==> src/mic_params.svh <==
// Constants for the maskable interrupt control block
// Contract
// Level 0 disables, 7 is highest priority
// Source request sets its pending flag
// Acknowledge and vector branch clear pending flag
// Software clears pending by writing 0 only
// Multi-source pending flags are read-only
// Pin edge select: 0 falling, 1 rising
// Software keeps edge select 0 for both-edge mode
// Rewriting edge select may set pending flag
// Software rewrites control only while source idle
// Accept needs enable, pending, level above mask
// Global enable 0 blocks all maskable requests
// Mask level n passes only levels above n
// Enable, pending, level, mask stay independent
// Evaluate at instruction end, enter next cycle
// String and repeat ops suspend for entry
// First step reads info at 00000h, clears pending
// Save flags to temp, push it then PC
// Entry clears enable, single-step and stack flags
// Traps 32 to 63 keep stack select flag
// After saving, mask level takes accepted level
// Last step loads PC from the vector
// Entry sequence lasts 20 cycles
// Equal levels resolved by fixed hardware order
`ifndef MIC_PARAMS_SVH
`define MIC_PARAMS_SVH

`define MIC_NSRC        12
`define MIC_NPIN        5
// Register indices; byte address is four times the index
`define MIC_IDX_FLASH   8'h41
`define MIC_IDX_PIN4    8'h46
`define MIC_IDX_PWM     8'h47
`define MIC_IDX_SER0    8'h4f
`define MIC_IDX_PIN2    8'h55
`define MIC_IDX_PIN1    8'h59
`define MIC_IDX_PIN3    8'h5a
`define MIC_IDX_PIN0    8'h5d
`define MIC_IDX_SENSOR  8'h6a
`define MIC_IDX_SER1    8'h78
`define MIC_IDX_SER2    8'h79
`define MIC_IDX_SER3    8'h7a
// Control register fields
`define MIC_LVL_MSB     2
`define MIC_PEND_BIT    3
`define MIC_EDGE_BIT    4
`define MIC_LVL_OFF     3'h0
`define MIC_LVL_MAX     3'h7
// Flag register bit positions
`define MIC_FLG_D       1
`define MIC_FLG_I       6
`define MIC_FLG_U       7
// Entry sequence timing in cycles after the fetch strobe
`define MIC_SEQ_LEN     5'h14
`define MIC_STEP_PUSHF  5'h06
`define MIC_STEP_PUSHPC 5'h0a
`define MIC_STEP_FLAGS  5'h0e
`define MIC_STEP_LOADPC 5'h13
`define MIC_INFO_ADDR   20'h00000
`define MIC_TRAP_LO     6'h20
// AHB transfer type and unmapped read value
`define MIC_HTRANS_NSEQ 2'h2
`define MIC_RD_ZERO     32'h00000000
`endif

==> src/mic_pkg.sv <==
// Types for the maskable interrupt control block
package mic_pkg;
	// Entry sequencer states, Gray coded along the path
	typedef enum logic [1:0] {
		MIC_IDLE  = 2'h0,
		MIC_FETCH = 2'h1,
		MIC_SAVE  = 2'h3,
		MIC_LOAD  = 2'h2
	} mic_state_e;

	// Strobes toward the CPU core during entry
	typedef struct packed {
		logic fetch;     // Read of the information word
		logic push_flg;  // Push of the saved flags
		logic push_pc;   // Push of the program counter
		logic flg_upd;   // Flags and mask level take new values
		logic pc_load;   // Program counter takes the vector
	} mic_entry_s;
endpackage

==> src/mic_top.sv <==
// Maskable interrupt control: AHB registers, arbitration, entry sequence
`timescale 1ns/1ps
`include "mic_params.svh"
module mic_top (
	input  wire logic        clk_sys_i,     // 40 MHz system clock
	input  wire logic        reset_i,       // Synchronous reset, high
	// AHB-Lite slave
	input  wire logic        hsel_i,        // Slave select
	input  wire logic [31:0] haddr_i,       // Byte address
	input  wire logic [1:0]  htrans_i,      // Transfer type
	input  wire logic        hwrite_i,      // Write not read
	input  wire logic [2:0]  hsize_i,       // Transfer size
	input  wire logic [31:0] hwdata_i,      // Write data
	input  wire logic        hready_i,      // Bus ready
	output logic             hreadyout_o,   // Slave ready
	output logic      [31:0] hrdata_o,      // Read data
	output logic             hresp_o,       // Always OKAY
	// Sources
	input  wire logic [4:0]  pin_i,         // Ext pins 0..4, async
	input  wire logic [4:0]  both_edge_i,   // Both-edge per pin
	input  wire logic [6:0]  multi_req_i,   // Multi-source levels
	// CPU core
	input  wire logic        instr_done_i,  // Instruction boundary
	input  wire logic        suspend_ok_i,  // String or repeat op running
	input  wire logic [7:0]  flag_i,        // Current flag register
	input  wire logic [2:0]  ipl_i,         // Current mask level
	input  wire logic        trap_i,        // Software trap request
	input  wire logic [5:0]  trap_num_i,    // Trap number
	input  wire logic [19:0] vec_addr_i,    // Routine start address
	output mic_pkg::mic_entry_s entry_o,    // Entry strobes
	output logic      [19:0] fetch_addr_o,  // Information address
	output logic      [5:0]  vec_num_o,     // Accepted number
	output logic      [7:0]  flag_o,        // Flags to push / update
	output logic      [2:0]  ipl_o,         // New mask level
	output logic      [19:0] pc_o,          // New program counter
	output logic             busy_o         // Entry in progress
);
	localparam int NS = `MIC_NSRC;
	// Source order is the fixed hardware order for equal levels
	localparam logic [7:0] IDX [NS] = '{`MIC_IDX_FLASH, `MIC_IDX_PIN4,
		`MIC_IDX_PWM, `MIC_IDX_SER0, `MIC_IDX_PIN2, `MIC_IDX_PIN1,
		`MIC_IDX_PIN3, `MIC_IDX_PIN0, `MIC_IDX_SENSOR, `MIC_IDX_SER1,
		`MIC_IDX_SER2, `MIC_IDX_SER3};
	// Pin number of each source, or none
	localparam logic [NS-1:0] IS_PIN = 12'h0f2;
	localparam int PIN_OF [NS] = '{0, 4, 0, 0, 2, 1, 3, 0, 0, 0, 0, 0};
	localparam int MUL_OF [NS] = '{0, 0, 1, 2, 0, 0, 0, 0, 3, 4, 5, 6};
	// Interrupt numbers per source; values are arbitrary defaults
	localparam logic [5:0] VNUM [NS] = '{6'h01, 6'h02, 6'h03, 6'h04,
		6'h05, 6'h06, 6'h07, 6'h1d, 6'h2a, 6'h38, 6'h39, 6'h3a};

	// Bus slave state
	logic        wr_pend_ff, nxt_wr_pend;   // Write data phase due
	logic [7:0]  wr_idx_ff,  nxt_wr_idx;    // Write register index
	logic        rd_wait_ff, nxt_rd_wait;   // Read wait state
	logic [7:0]  rd_idx_ff,  nxt_rd_idx;    // Read register index
	logic        hrdy_ff,    nxt_hrdy;      // Ready toward master
	logic [31:0] hrdata_ff,  nxt_hrdata;    // Read data
	logic        addr_ok;
	// Per-source wires
	logic [7:0]  ctrl_w [NS];
	logic [2:0]  lvl_w  [NS];
	logic [NS-1:0] pend_w, evt_w, wr_w, clr_w;
	// Sequencer state
	mic_pkg::mic_state_e st_ff, nxt_st;
	logic [4:0]  cnt_ff,  nxt_cnt;          // Cycle within entry
	logic [3:0]  win_ff,  nxt_win;          // Accepted source
	logic [2:0]  alvl_ff, nxt_alvl;         // Accepted level
	logic        trap_ff, nxt_trap;         // Entry is a trap
	logic [7:0]  tmp_ff,  nxt_tmp;          // Saved flag copy
	mic_pkg::mic_entry_s ent_ff, nxt_ent;
	logic [5:0]  num_ff,  nxt_num;
	logic [7:0]  flg_ff,  nxt_flg;
	logic [2:0]  ipl_ff,  nxt_ipl;
	logic [19:0] pc_ff,   nxt_pc;
	// Arbitration results
	logic [3:0]  best;
	logic [2:0]  best_lvl;
	logic        any_req, accept, boundary;

	// Address phase qualifier
	assign addr_ok = hsel_i && hready_i && htrans_i[1];

	// Bus slave next values: writes take no wait, reads one
	always_comb begin
		nxt_wr_pend = addr_ok && hwrite_i;
		nxt_wr_idx  = haddr_i[9:2];
		nxt_rd_wait = addr_ok && !hwrite_i;
		nxt_rd_idx  = rd_wait_ff ? rd_idx_ff : haddr_i[9:2];
		nxt_hrdy    = !nxt_rd_wait;
		nxt_hrdata  = hrdata_ff;
		if (rd_wait_ff) begin
			// Registers are current here, even after a write
			nxt_hrdata = `MIC_RD_ZERO;
			for (int i = 0; i < NS; i++) begin
				if (rd_idx_ff == IDX[i]) begin
					nxt_hrdata = {24'h0, ctrl_w[i]};
				end
			end
		end
	end

	// Bus slave registers
	always_ff @(posedge clk_sys_i) begin
		if (reset_i) begin
			wr_pend_ff <= 1'b0;
			wr_idx_ff  <= 8'h00;
			rd_wait_ff <= 1'b0;
			rd_idx_ff  <= 8'h00;
			hrdy_ff    <= 1'b1;
			hrdata_ff  <= `MIC_RD_ZERO;
		end else begin
			wr_pend_ff <= nxt_wr_pend;
			wr_idx_ff  <= nxt_wr_idx;
			rd_wait_ff <= nxt_rd_wait;
			rd_idx_ff  <= nxt_rd_idx;
			hrdy_ff    <= nxt_hrdy;
			hrdata_ff  <= nxt_hrdata;
		end
	end

	assign hreadyout_o = hrdy_ff;
	assign hrdata_o    = hrdata_ff;
	assign hresp_o     = 1'b0;

	// One control block per source
	for (genvar g = 0; g < NS; g++) begin : g_src
		assign wr_w[g]  = wr_pend_ff && (wr_idx_ff == IDX[g]);
		assign clr_w[g] = accept && !trap_i && (best == 4'(g));
		mic_src_ctrl #(
			.IS_PIN (IS_PIN[g])
		) u_src (
			.clk_sys_i (clk_sys_i),
			.reset_i   (reset_i),
			.req_i     (IS_PIN[g] ? 1'b0 : multi_req_i[MUL_OF[g]]),
			.pin_i     (IS_PIN[g] ? pin_i[PIN_OF[g]] : 1'b0),
			.both_i    (IS_PIN[g] ? both_edge_i[PIN_OF[g]] : 1'b0),
			.wr_i      (wr_w[g]),
			.wdata_i   (hwdata_i[7:0]),
			.ack_clr_i (clr_w[g]),
			.ctrl_o    (ctrl_w[g]),
			.level_o   (lvl_w[g]),
			.pend_o    (pend_w[g]),
			.evt_o     (evt_w[g])
		);
	end

	// Highest level wins; earlier source wins a tie
	always_comb begin
		best     = 4'h0;
		best_lvl = `MIC_LVL_OFF;
		for (int i = 0; i < NS; i++) begin
			if (pend_w[i] && (lvl_w[i] > best_lvl)) begin
				best     = 4'(i);
				best_lvl = lvl_w[i];
			end
		end
		// Flags are only read, never altered by the test
		any_req = flag_i[`MIC_FLG_I]
			&& (best_lvl != `MIC_LVL_OFF)
			&& (best_lvl > ipl_i);
	end

	// Boundary or a suspendable instruction lets entry start
	assign boundary = instr_done_i || suspend_ok_i;
	assign accept   = (st_ff == mic_pkg::MIC_IDLE) && boundary
		&& (any_req || trap_i);

	// Entry sequencer next values
	always_comb begin
		nxt_st   = st_ff;
		nxt_cnt  = cnt_ff;
		nxt_win  = win_ff;
		nxt_alvl = alvl_ff;
		nxt_trap = trap_ff;
		nxt_tmp  = tmp_ff;
		nxt_num  = num_ff;
		nxt_flg  = flg_ff;
		nxt_ipl  = ipl_ff;
		nxt_pc   = pc_ff;
		nxt_ent  = '0;
		case (st_ff)
			mic_pkg::MIC_IDLE: begin
				if (accept) begin
					// Trap takes precedence, keeps the mask level
					nxt_st    = mic_pkg::MIC_FETCH;
					nxt_cnt   = 5'h00;
					nxt_win   = best;
					nxt_alvl  = trap_i ? ipl_i : best_lvl;
					nxt_trap  = trap_i;
					nxt_num   = trap_i ? trap_num_i : VNUM[best];
					nxt_tmp   = flag_i;
					nxt_ent.fetch = 1'b1;
				end
			end
			mic_pkg::MIC_FETCH: begin
				nxt_cnt = cnt_ff + 5'h01;
				if (nxt_cnt == `MIC_STEP_PUSHF) begin
					nxt_st           = mic_pkg::MIC_SAVE;
					nxt_flg          = tmp_ff;
					nxt_ent.push_flg = 1'b1;
				end
			end
			mic_pkg::MIC_SAVE: begin
				nxt_cnt = cnt_ff + 5'h01;
				if (nxt_cnt == `MIC_STEP_PUSHPC) begin
					nxt_ent.push_pc = 1'b1;
				end
				if (nxt_cnt == `MIC_STEP_FLAGS) begin
					nxt_st  = mic_pkg::MIC_LOAD;
					nxt_flg = tmp_ff;
					nxt_flg[`MIC_FLG_I] = 1'b0;
					nxt_flg[`MIC_FLG_D] = 1'b0;
					if (!(trap_ff && num_ff >= `MIC_TRAP_LO)) begin
						nxt_flg[`MIC_FLG_U] = 1'b0;
					end
					nxt_ipl = alvl_ff;
					nxt_ent.flg_upd = 1'b1;
				end
			end
			mic_pkg::MIC_LOAD: begin
				nxt_cnt = cnt_ff + 5'h01;
				if (nxt_cnt == `MIC_STEP_LOADPC) begin
					nxt_st  = mic_pkg::MIC_IDLE;
					nxt_pc  = vec_addr_i;
					nxt_ent.pc_load = 1'b1;
				end
			end
			default: begin
				nxt_st = mic_pkg::MIC_IDLE;
			end
		endcase
	end

	// Entry sequencer registers
	always_ff @(posedge clk_sys_i) begin
		if (reset_i) begin
			st_ff   <= mic_pkg::MIC_IDLE;
			cnt_ff  <= 5'h00;
			win_ff  <= 4'h0;
			alvl_ff <= `MIC_LVL_OFF;
			trap_ff <= 1'b0;
			tmp_ff  <= 8'h00;
			ent_ff  <= '0;
			num_ff  <= 6'h00;
			flg_ff  <= 8'h00;
			ipl_ff  <= `MIC_LVL_OFF;
			pc_ff   <= 20'h00000;
		end else begin
			st_ff   <= nxt_st;
			cnt_ff  <= nxt_cnt;
			win_ff  <= nxt_win;
			alvl_ff <= nxt_alvl;
			trap_ff <= nxt_trap;
			tmp_ff  <= nxt_tmp;
			ent_ff  <= nxt_ent;
			num_ff  <= nxt_num;
			flg_ff  <= nxt_flg;
			ipl_ff  <= nxt_ipl;
			pc_ff   <= nxt_pc;
		end
	end

	assign entry_o      = ent_ff;
	assign fetch_addr_o = `MIC_INFO_ADDR;
	assign vec_num_o    = num_ff;
	assign flag_o       = flg_ff;
	assign ipl_o        = ipl_ff;
	assign pc_o         = pc_ff;
	assign busy_o       = (st_ff != mic_pkg::MIC_IDLE);

	// Entry runs twenty cycles from fetch strobe to PC load
	chk_seq_length: assert property (@(posedge clk_sys_i)
		disable iff (reset_i)
		entry_o.fetch |-> ##19 entry_o.pc_load)
		else $error("entry sequence length wrong");
	// Flags pushed before the program counter
	chk_push_order: assert property (@(posedge clk_sys_i)
		disable iff (reset_i)
		entry_o.push_flg |-> ##4 entry_o.push_pc)
		else $error("push order wrong");
	// Pushed flags equal the copy taken at acceptance
	chk_saved_flags: assert property (@(posedge clk_sys_i)
		disable iff (reset_i)
		$rose(busy_o) |-> ##6 (flag_o == $past(flag_i, 7)))
		else $error("saved flags differ");
	// No non-trap acceptance without the global enable
	chk_enable_gate: assert property (@(posedge clk_sys_i)
		disable iff (reset_i)
		(accept && !trap_i) |-> flag_i[`MIC_FLG_I])
		else $error("accepted with enable clear");
	// Non-trap accepted level must exceed the mask level
	chk_mask_level: assert property (@(posedge clk_sys_i)
		disable iff (reset_i)
		(accept && !trap_i) |=> (alvl_ff > $past(ipl_i)))
		else $error("accepted at or below mask");
	// Flag update clears enable and single step, loads level
	chk_flag_clear: assert property (@(posedge clk_sys_i)
		disable iff (reset_i)
		entry_o.flg_upd |-> (!flag_o[`MIC_FLG_I] && !flag_o[`MIC_FLG_D]
			&& ipl_o == alvl_ff))
		else $error("flag update wrong");
	// High traps keep the stack select flag
	chk_trap_ustay: assert property (@(posedge clk_sys_i)
		disable iff (reset_i)
		(entry_o.flg_upd && trap_ff && num_ff >= `MIC_TRAP_LO)
		|-> (flag_o[`MIC_FLG_U] == tmp_ff[`MIC_FLG_U]))
		else $error("stack select changed by trap");
	// Accepted pin source loses its pending flag
	chk_ack_clear: assert property (@(posedge clk_sys_i)
		disable iff (reset_i)
		(entry_o.fetch && !trap_ff && IS_PIN[win_ff]
			&& !$past(evt_w[best]))
		|-> !pend_w[win_ff])
		else $error("pending not cleared on entry");
	// Bus answer is always OKAY and reads stall one cycle
	chk_read_wait: assert property (@(posedge clk_sys_i)
		disable iff (reset_i)
		(addr_ok && !hwrite_i) |=> (!hreadyout_o && !hresp_o)
		##1 hreadyout_o)
		else $error("read wait state wrong");
endmodule

==> src/mic_src_ctrl.sv <==
// One interrupt source: control register, pending flag, pin edge logic
`timescale 1ns/1ps
`include "mic_params.svh"
module mic_src_ctrl #(
	parameter bit IS_PIN = 1'b0       // External pin source
) (
	input  wire logic       clk_sys_i,  // System clock
	input  wire logic       reset_i,    // Synchronous reset
	input  wire logic       req_i,      // Multi-source request level
	input  wire logic       pin_i,      // Raw pin, async
	input  wire logic       both_i,     // Both-edge select
	input  wire logic       wr_i,       // Register write strobe
	input  wire logic [7:0] wdata_i,    // Register write data
	input  wire logic       ack_clr_i,  // Entry clears pending
	output logic      [7:0] ctrl_o,     // Register read value
	output logic      [2:0] level_o,    // Priority level
	output logic            pend_o,     // Pending flag
	output logic            evt_o       // Request event this cycle
);
	logic [2:0] lvl_ff,  nxt_lvl;   // Priority level
	logic       pend_ff, nxt_pend;  // Pending flag
	logic       edge_ff, nxt_edge;  // Edge sense select
	logic [2:0] sync_ff, nxt_sync;  // Pin synchroniser
	logic       pin_ff,  nxt_pin;   // Accepted pin level
	logic       rise, fall, pol_evt;

	// Next values of the control state
	always_comb begin
		nxt_sync = {sync_ff[1:0], pin_i};
		nxt_pin  = pin_ff;
		// A change counts once stages two and three agree
		if (sync_ff[2] == sync_ff[1]) begin
			nxt_pin = sync_ff[2];
		end
		rise = IS_PIN && !pin_ff && nxt_pin;
		fall = IS_PIN && pin_ff && !nxt_pin;
		// Polarity change with pin already at new edge's end level
		pol_evt = IS_PIN && wr_i
			&& (wdata_i[`MIC_EDGE_BIT] != edge_ff)
			&& (pin_ff == wdata_i[`MIC_EDGE_BIT]);
		if (IS_PIN) begin
			evt_o = both_i ? (rise || fall)
				: (edge_ff ? rise : fall);
		end else begin
			evt_o = 1'b0;
		end
		nxt_lvl  = wr_i ? wdata_i[`MIC_LVL_MSB:0] : lvl_ff;
		nxt_edge = (IS_PIN && wr_i) ? wdata_i[`MIC_EDGE_BIT] : edge_ff;
		if (!IS_PIN) begin
			// Owned by the source, read-only here
			nxt_pend = req_i;
		end else if (evt_o || pol_evt) begin
			// Set wins over any clear
			nxt_pend = 1'b1;
		end else if (wr_i && !wdata_i[`MIC_PEND_BIT]) begin
			nxt_pend = 1'b0;
		end else if (ack_clr_i) begin
			nxt_pend = 1'b0;
		end else begin
			nxt_pend = pend_ff;
		end
	end

	// Register the control state
	always_ff @(posedge clk_sys_i) begin
		if (reset_i) begin
			lvl_ff  <= `MIC_LVL_OFF;
			pend_ff <= 1'b0;
			edge_ff <= 1'b0;
			// Pins idle high: no false edge once reset ends
			sync_ff <= 3'h7;
			pin_ff  <= 1'b1;
		end else begin
			lvl_ff  <= nxt_lvl;
			pend_ff <= nxt_pend;
			edge_ff <= nxt_edge;
			sync_ff <= nxt_sync;
			pin_ff  <= nxt_pin;
		end
	end

	assign level_o = lvl_ff;
	assign pend_o  = pend_ff;
	assign ctrl_o  = {3'h0, IS_PIN ? edge_ff : 1'b0, pend_ff, lvl_ff};

	// Writing 1 to pending never sets it by itself
	chk_pend_no_w1: assert property (@(posedge clk_sys_i)
		disable iff (reset_i)
		(IS_PIN && wr_i && !pend_ff && !evt_o && !pol_evt)
		|=> !pend_ff)
		else $error("pending set by a software write");
endmodule

==> config.mk <==
export PLATFORM = sky130hd
export DESIGN_NAME = mic_top
export DESIGN_NICKNAME = d
export VERILOG_FILES = /design/src/mic_pkg.sv /design/src/mic_top.sv /design/src/mic_src_ctrl.sv
export VERILOG_INCLUDE_DIRS = /design/src /design/src/src
export SDC_FILE = /design/constraint.sdc
export NUM_CORES = 1
export LEC_CHECK = 0
export BUFFER_PORTS_ARGS = -buffer_cell sky130_fd_sc_hd__buf_2
export CAP_MARGIN = 20
export CORE_ASPECT_RATIO = 0.5
export CORE_MARGIN = 5
export CORE_UTILIZATION = 50
export DETAILED_ROUTE_END_ITERATION = 8
export HOLD_SLACK_MARGIN = 0.1
export PLACE_DENSITY = 0.76
export SLEW_MARGIN = 20
export SYNTH_ARGS = -nofsm -noshare
export SYNTH_HDL_FRONTEND = slang
export SYNTH_SLANG_ARGS = --single-unit
==> constraint.sdc <==
create_clock -name clk_sys_i -period 51.5 [get_ports clk_sys_i]
set_input_delay 2.575 -clock clk_sys_i [delete_from_list [all_inputs] [get_ports clk_sys_i]]
set_output_delay 2.575 -clock clk_sys_i [all_outputs]
set_load 0.02 [all_outputs]
==> results.txt <==
overall power: 274.0 uW
Core ar.: 17,270 sq um
number of synthesized flops with an enable pin: 0
initial antenna violation count: 0
Max IR drop VDD: 0.02609 mV
via count: 7,830
total CTS buffers: 17
Worst Clk Skew: 0.01237 ns
Worst Path Buf+Inv: 2
share of post-route cells with drive strength above 1: 16.60%
Die Y: 103.6 microns
area added between synthesis and finish: 13.39%
ys flop type: dfxtp_1
first-pass GRT wire length: 35.89 mm
vias in the first global route: 7,424
iteration-0 DRC count of the detailed router: 463
most used cell, CP: nor2_1
CP max stage cell: nor3b_1
grt total ovfl: 0
final worst-path cycle share: 36.97%
final hold violation count: 0
Rows: 34
Setup CP Type: reg -> reg
Die Area: 20,420 sq um
number of instances in the placed design: 1,383
PortBufs: 124
post-cts gate resize count: 0
crit end category: flip-flop
fin. max-slew vios: 0
syn avg cell area: 8.216 sq um
TritonCTS clock tree: done
Post-synth ARST share: 0%
PD cells: 27.59 nW/um^2
commonest non-fill, non-tap cell in the layout: dfxtp_1
first-pass detailed-route iteration total: 5
Max Cap Viol: 0
Final Util: 57.50%
most frequent cells in the layout: dfxtp_1 (158), nor2_1 (126), buf_2 (123)
post-synthesis sequential area ratio: 36.11%
global placer's final weighted congestion: 0.9370
initial core utilization: 50.71%
CTS Root Cell: clkbuf_16
Max-slew headroom: 40.31%
Avg Vias per Cell: 5.534
Hold Path Class: reg -> reg
post-DP HPWL: 16.53 mm
DR WL/cell: 15.53 microns
Worst Path Max Fanout: 9
non-filler instance count after layout: 1,415
fin crit period: 19.04 ns
I/O pins: 228
DRC: 0
drt total wl: 21.98 mm
largest net degree at the start of global routing: 85
worst-skew pair later-pin latency: 0.42 ns
placed cell areas: 9335 sq um
Synth Register Bits: 158
postcts setup bufs: 0
All-Layer GR Usage: 20.89%
number of routed nets with antenna violations: 0
final net count: 1,333
post-route setup TNS: 0 ns
RSZ-0062 raised after global routing: false
final instance area: 9931 sq um
Max clock buf depth: 2
Leak: 0.004338 uW
Die Width: 197.2 microns
CP max stage delay: 0.58 ns
Hold Buf Count CTS: 0
outcome: complete, no violations
crit-path leading delay family: compound AO/OA/AOI/OAI gates
Slew @ Worst Pin: 0.8942 ns
FILL cells: 1,537
final setup violation count: 0
ANT cells: 0
Synth Instances: 1,066
Worst-path clk slew: 0.07 ns
H-tree levels: 4
element type at the critical path start: flip-flop
Synth Cell Area: 8758 sq um
highest clock rate: 52.52 MHz
Synth cell types: 78
Arr. time, crit path: 19.35 ns
CTS sink cnt: 158
Yosys warning total: 0
critical path required time: 51.81 ns
[Yosys cell counts (16+ instances only)]
master / count / share of area (%)
a21oi_1: 73 / 4.2
buf_4: 48 / 4.1
clkbuf_1: 34 / 1.5
dfxtp_1: 158 / 36
ha_1: 34 / 4.9
inv_1: 59 / 2.5
mux2i_1: 64 / 7.3
nand2_1: 104 / 4.5
nand3_1: 25 / 1.4
nand3b_1: 18 / 1.5
nor2_1: 126 / 5.4
nor2b_1: 32 / 2.3
nor3_1: 16 / 0.91
o21ai_0: 43 / 2.5
or2_2: 20 / 1.4
[state kept, by name (all words and copies together), names as in the netlist, 5 cells and up]
signal and count:
vec_num_o 6, pc_o 20, tmp_ff 8, hrdata_o 5, cnt_ff 5, entry_o 5, rd_idx_ff 8, g_src.u_src.edge_ff 5
g_src.u_src.pin_ff 5, g_src.u_src.sync_ff 15, g_src.u_src.pend_o 12, g_src.u_src.level_o 36, flag_o 8, wr_idx_ff 8
[routing by layer]
layer  wire [microns]  part of all wire (%)  GRT usage, %
met5                0                     0             0
met4              461                   2.1         7.567
met3             1619                   7.4         4.444
met2            10110                    46         33.74
met1             9780                    45         27.64
[cell families after synthesis]
kind of cell | after synthesis | share of synthesized area (%)
compound gates | 236 | 18.14
xor+xnor | 5 | 0.5001
fa+ha+maj | 45 | 6.129
buf+inv | 148 | 8.500
flops | 158 | 36.11
mux | 69 | 7.957
other cells | 1 | 0.04282
simple gates | 404 | 22.61
[worst paths after layout]
path / startpoint / to / slack (ns) / cells after the start
min: g_src[1].u_src.sync_ff[0] / g_src[1].u_src.sync_ff[1] / 0.41 / 1
min reg2reg: g_src[1].u_src.sync_ff[0] / g_src[1].u_src.sync_ff[1] / 0.41 / 1
max reg2reg: g_src[0].u_src.pend_o / cnt_ff[2] / 32.46 / 87
max: g_src[0].u_src.pend_o / cnt_ff[2] / 32.46 / 87
[metrics by stage]
stage / setup slack, ns / hold slack, ns
2_1_floorplan: 35.21 / 0.3895
3_3_place_gp: 33.24 / 0.3952
4_1_cts: 32.68 / 0.4090
5_1_grt: 31.00 / 0.4246
6_report: 32.46 / 0.4073
3_5_place_dp: 32.86 / 0.3942
[power by group]
group	internal [uW]	switching (uW)	leakage, uW
clock network	73.6	52.9	0.000292
logic	6.56	12.7	0.00276
registers	125	3.09	0.00129
[final cells by class]
cell class | instances | area (sq um) | area share [%]
Multi-Input combinational cell | 807 | 5027 | 50.62
Clock buffer | 18 | 439.2 | 4.422
Sequential cell | 158 | 3163 | 31.85
Tap cell | 234 | 292.8 | 2.948
Inverter | 59 | 221.5 | 2.230
Clock inverter | 14 | 156.4 | 1.575
Timing Repair Buffer | 125 | 630.6 | 6.350
Note: power is estimated with default switching activity, not from simulation.
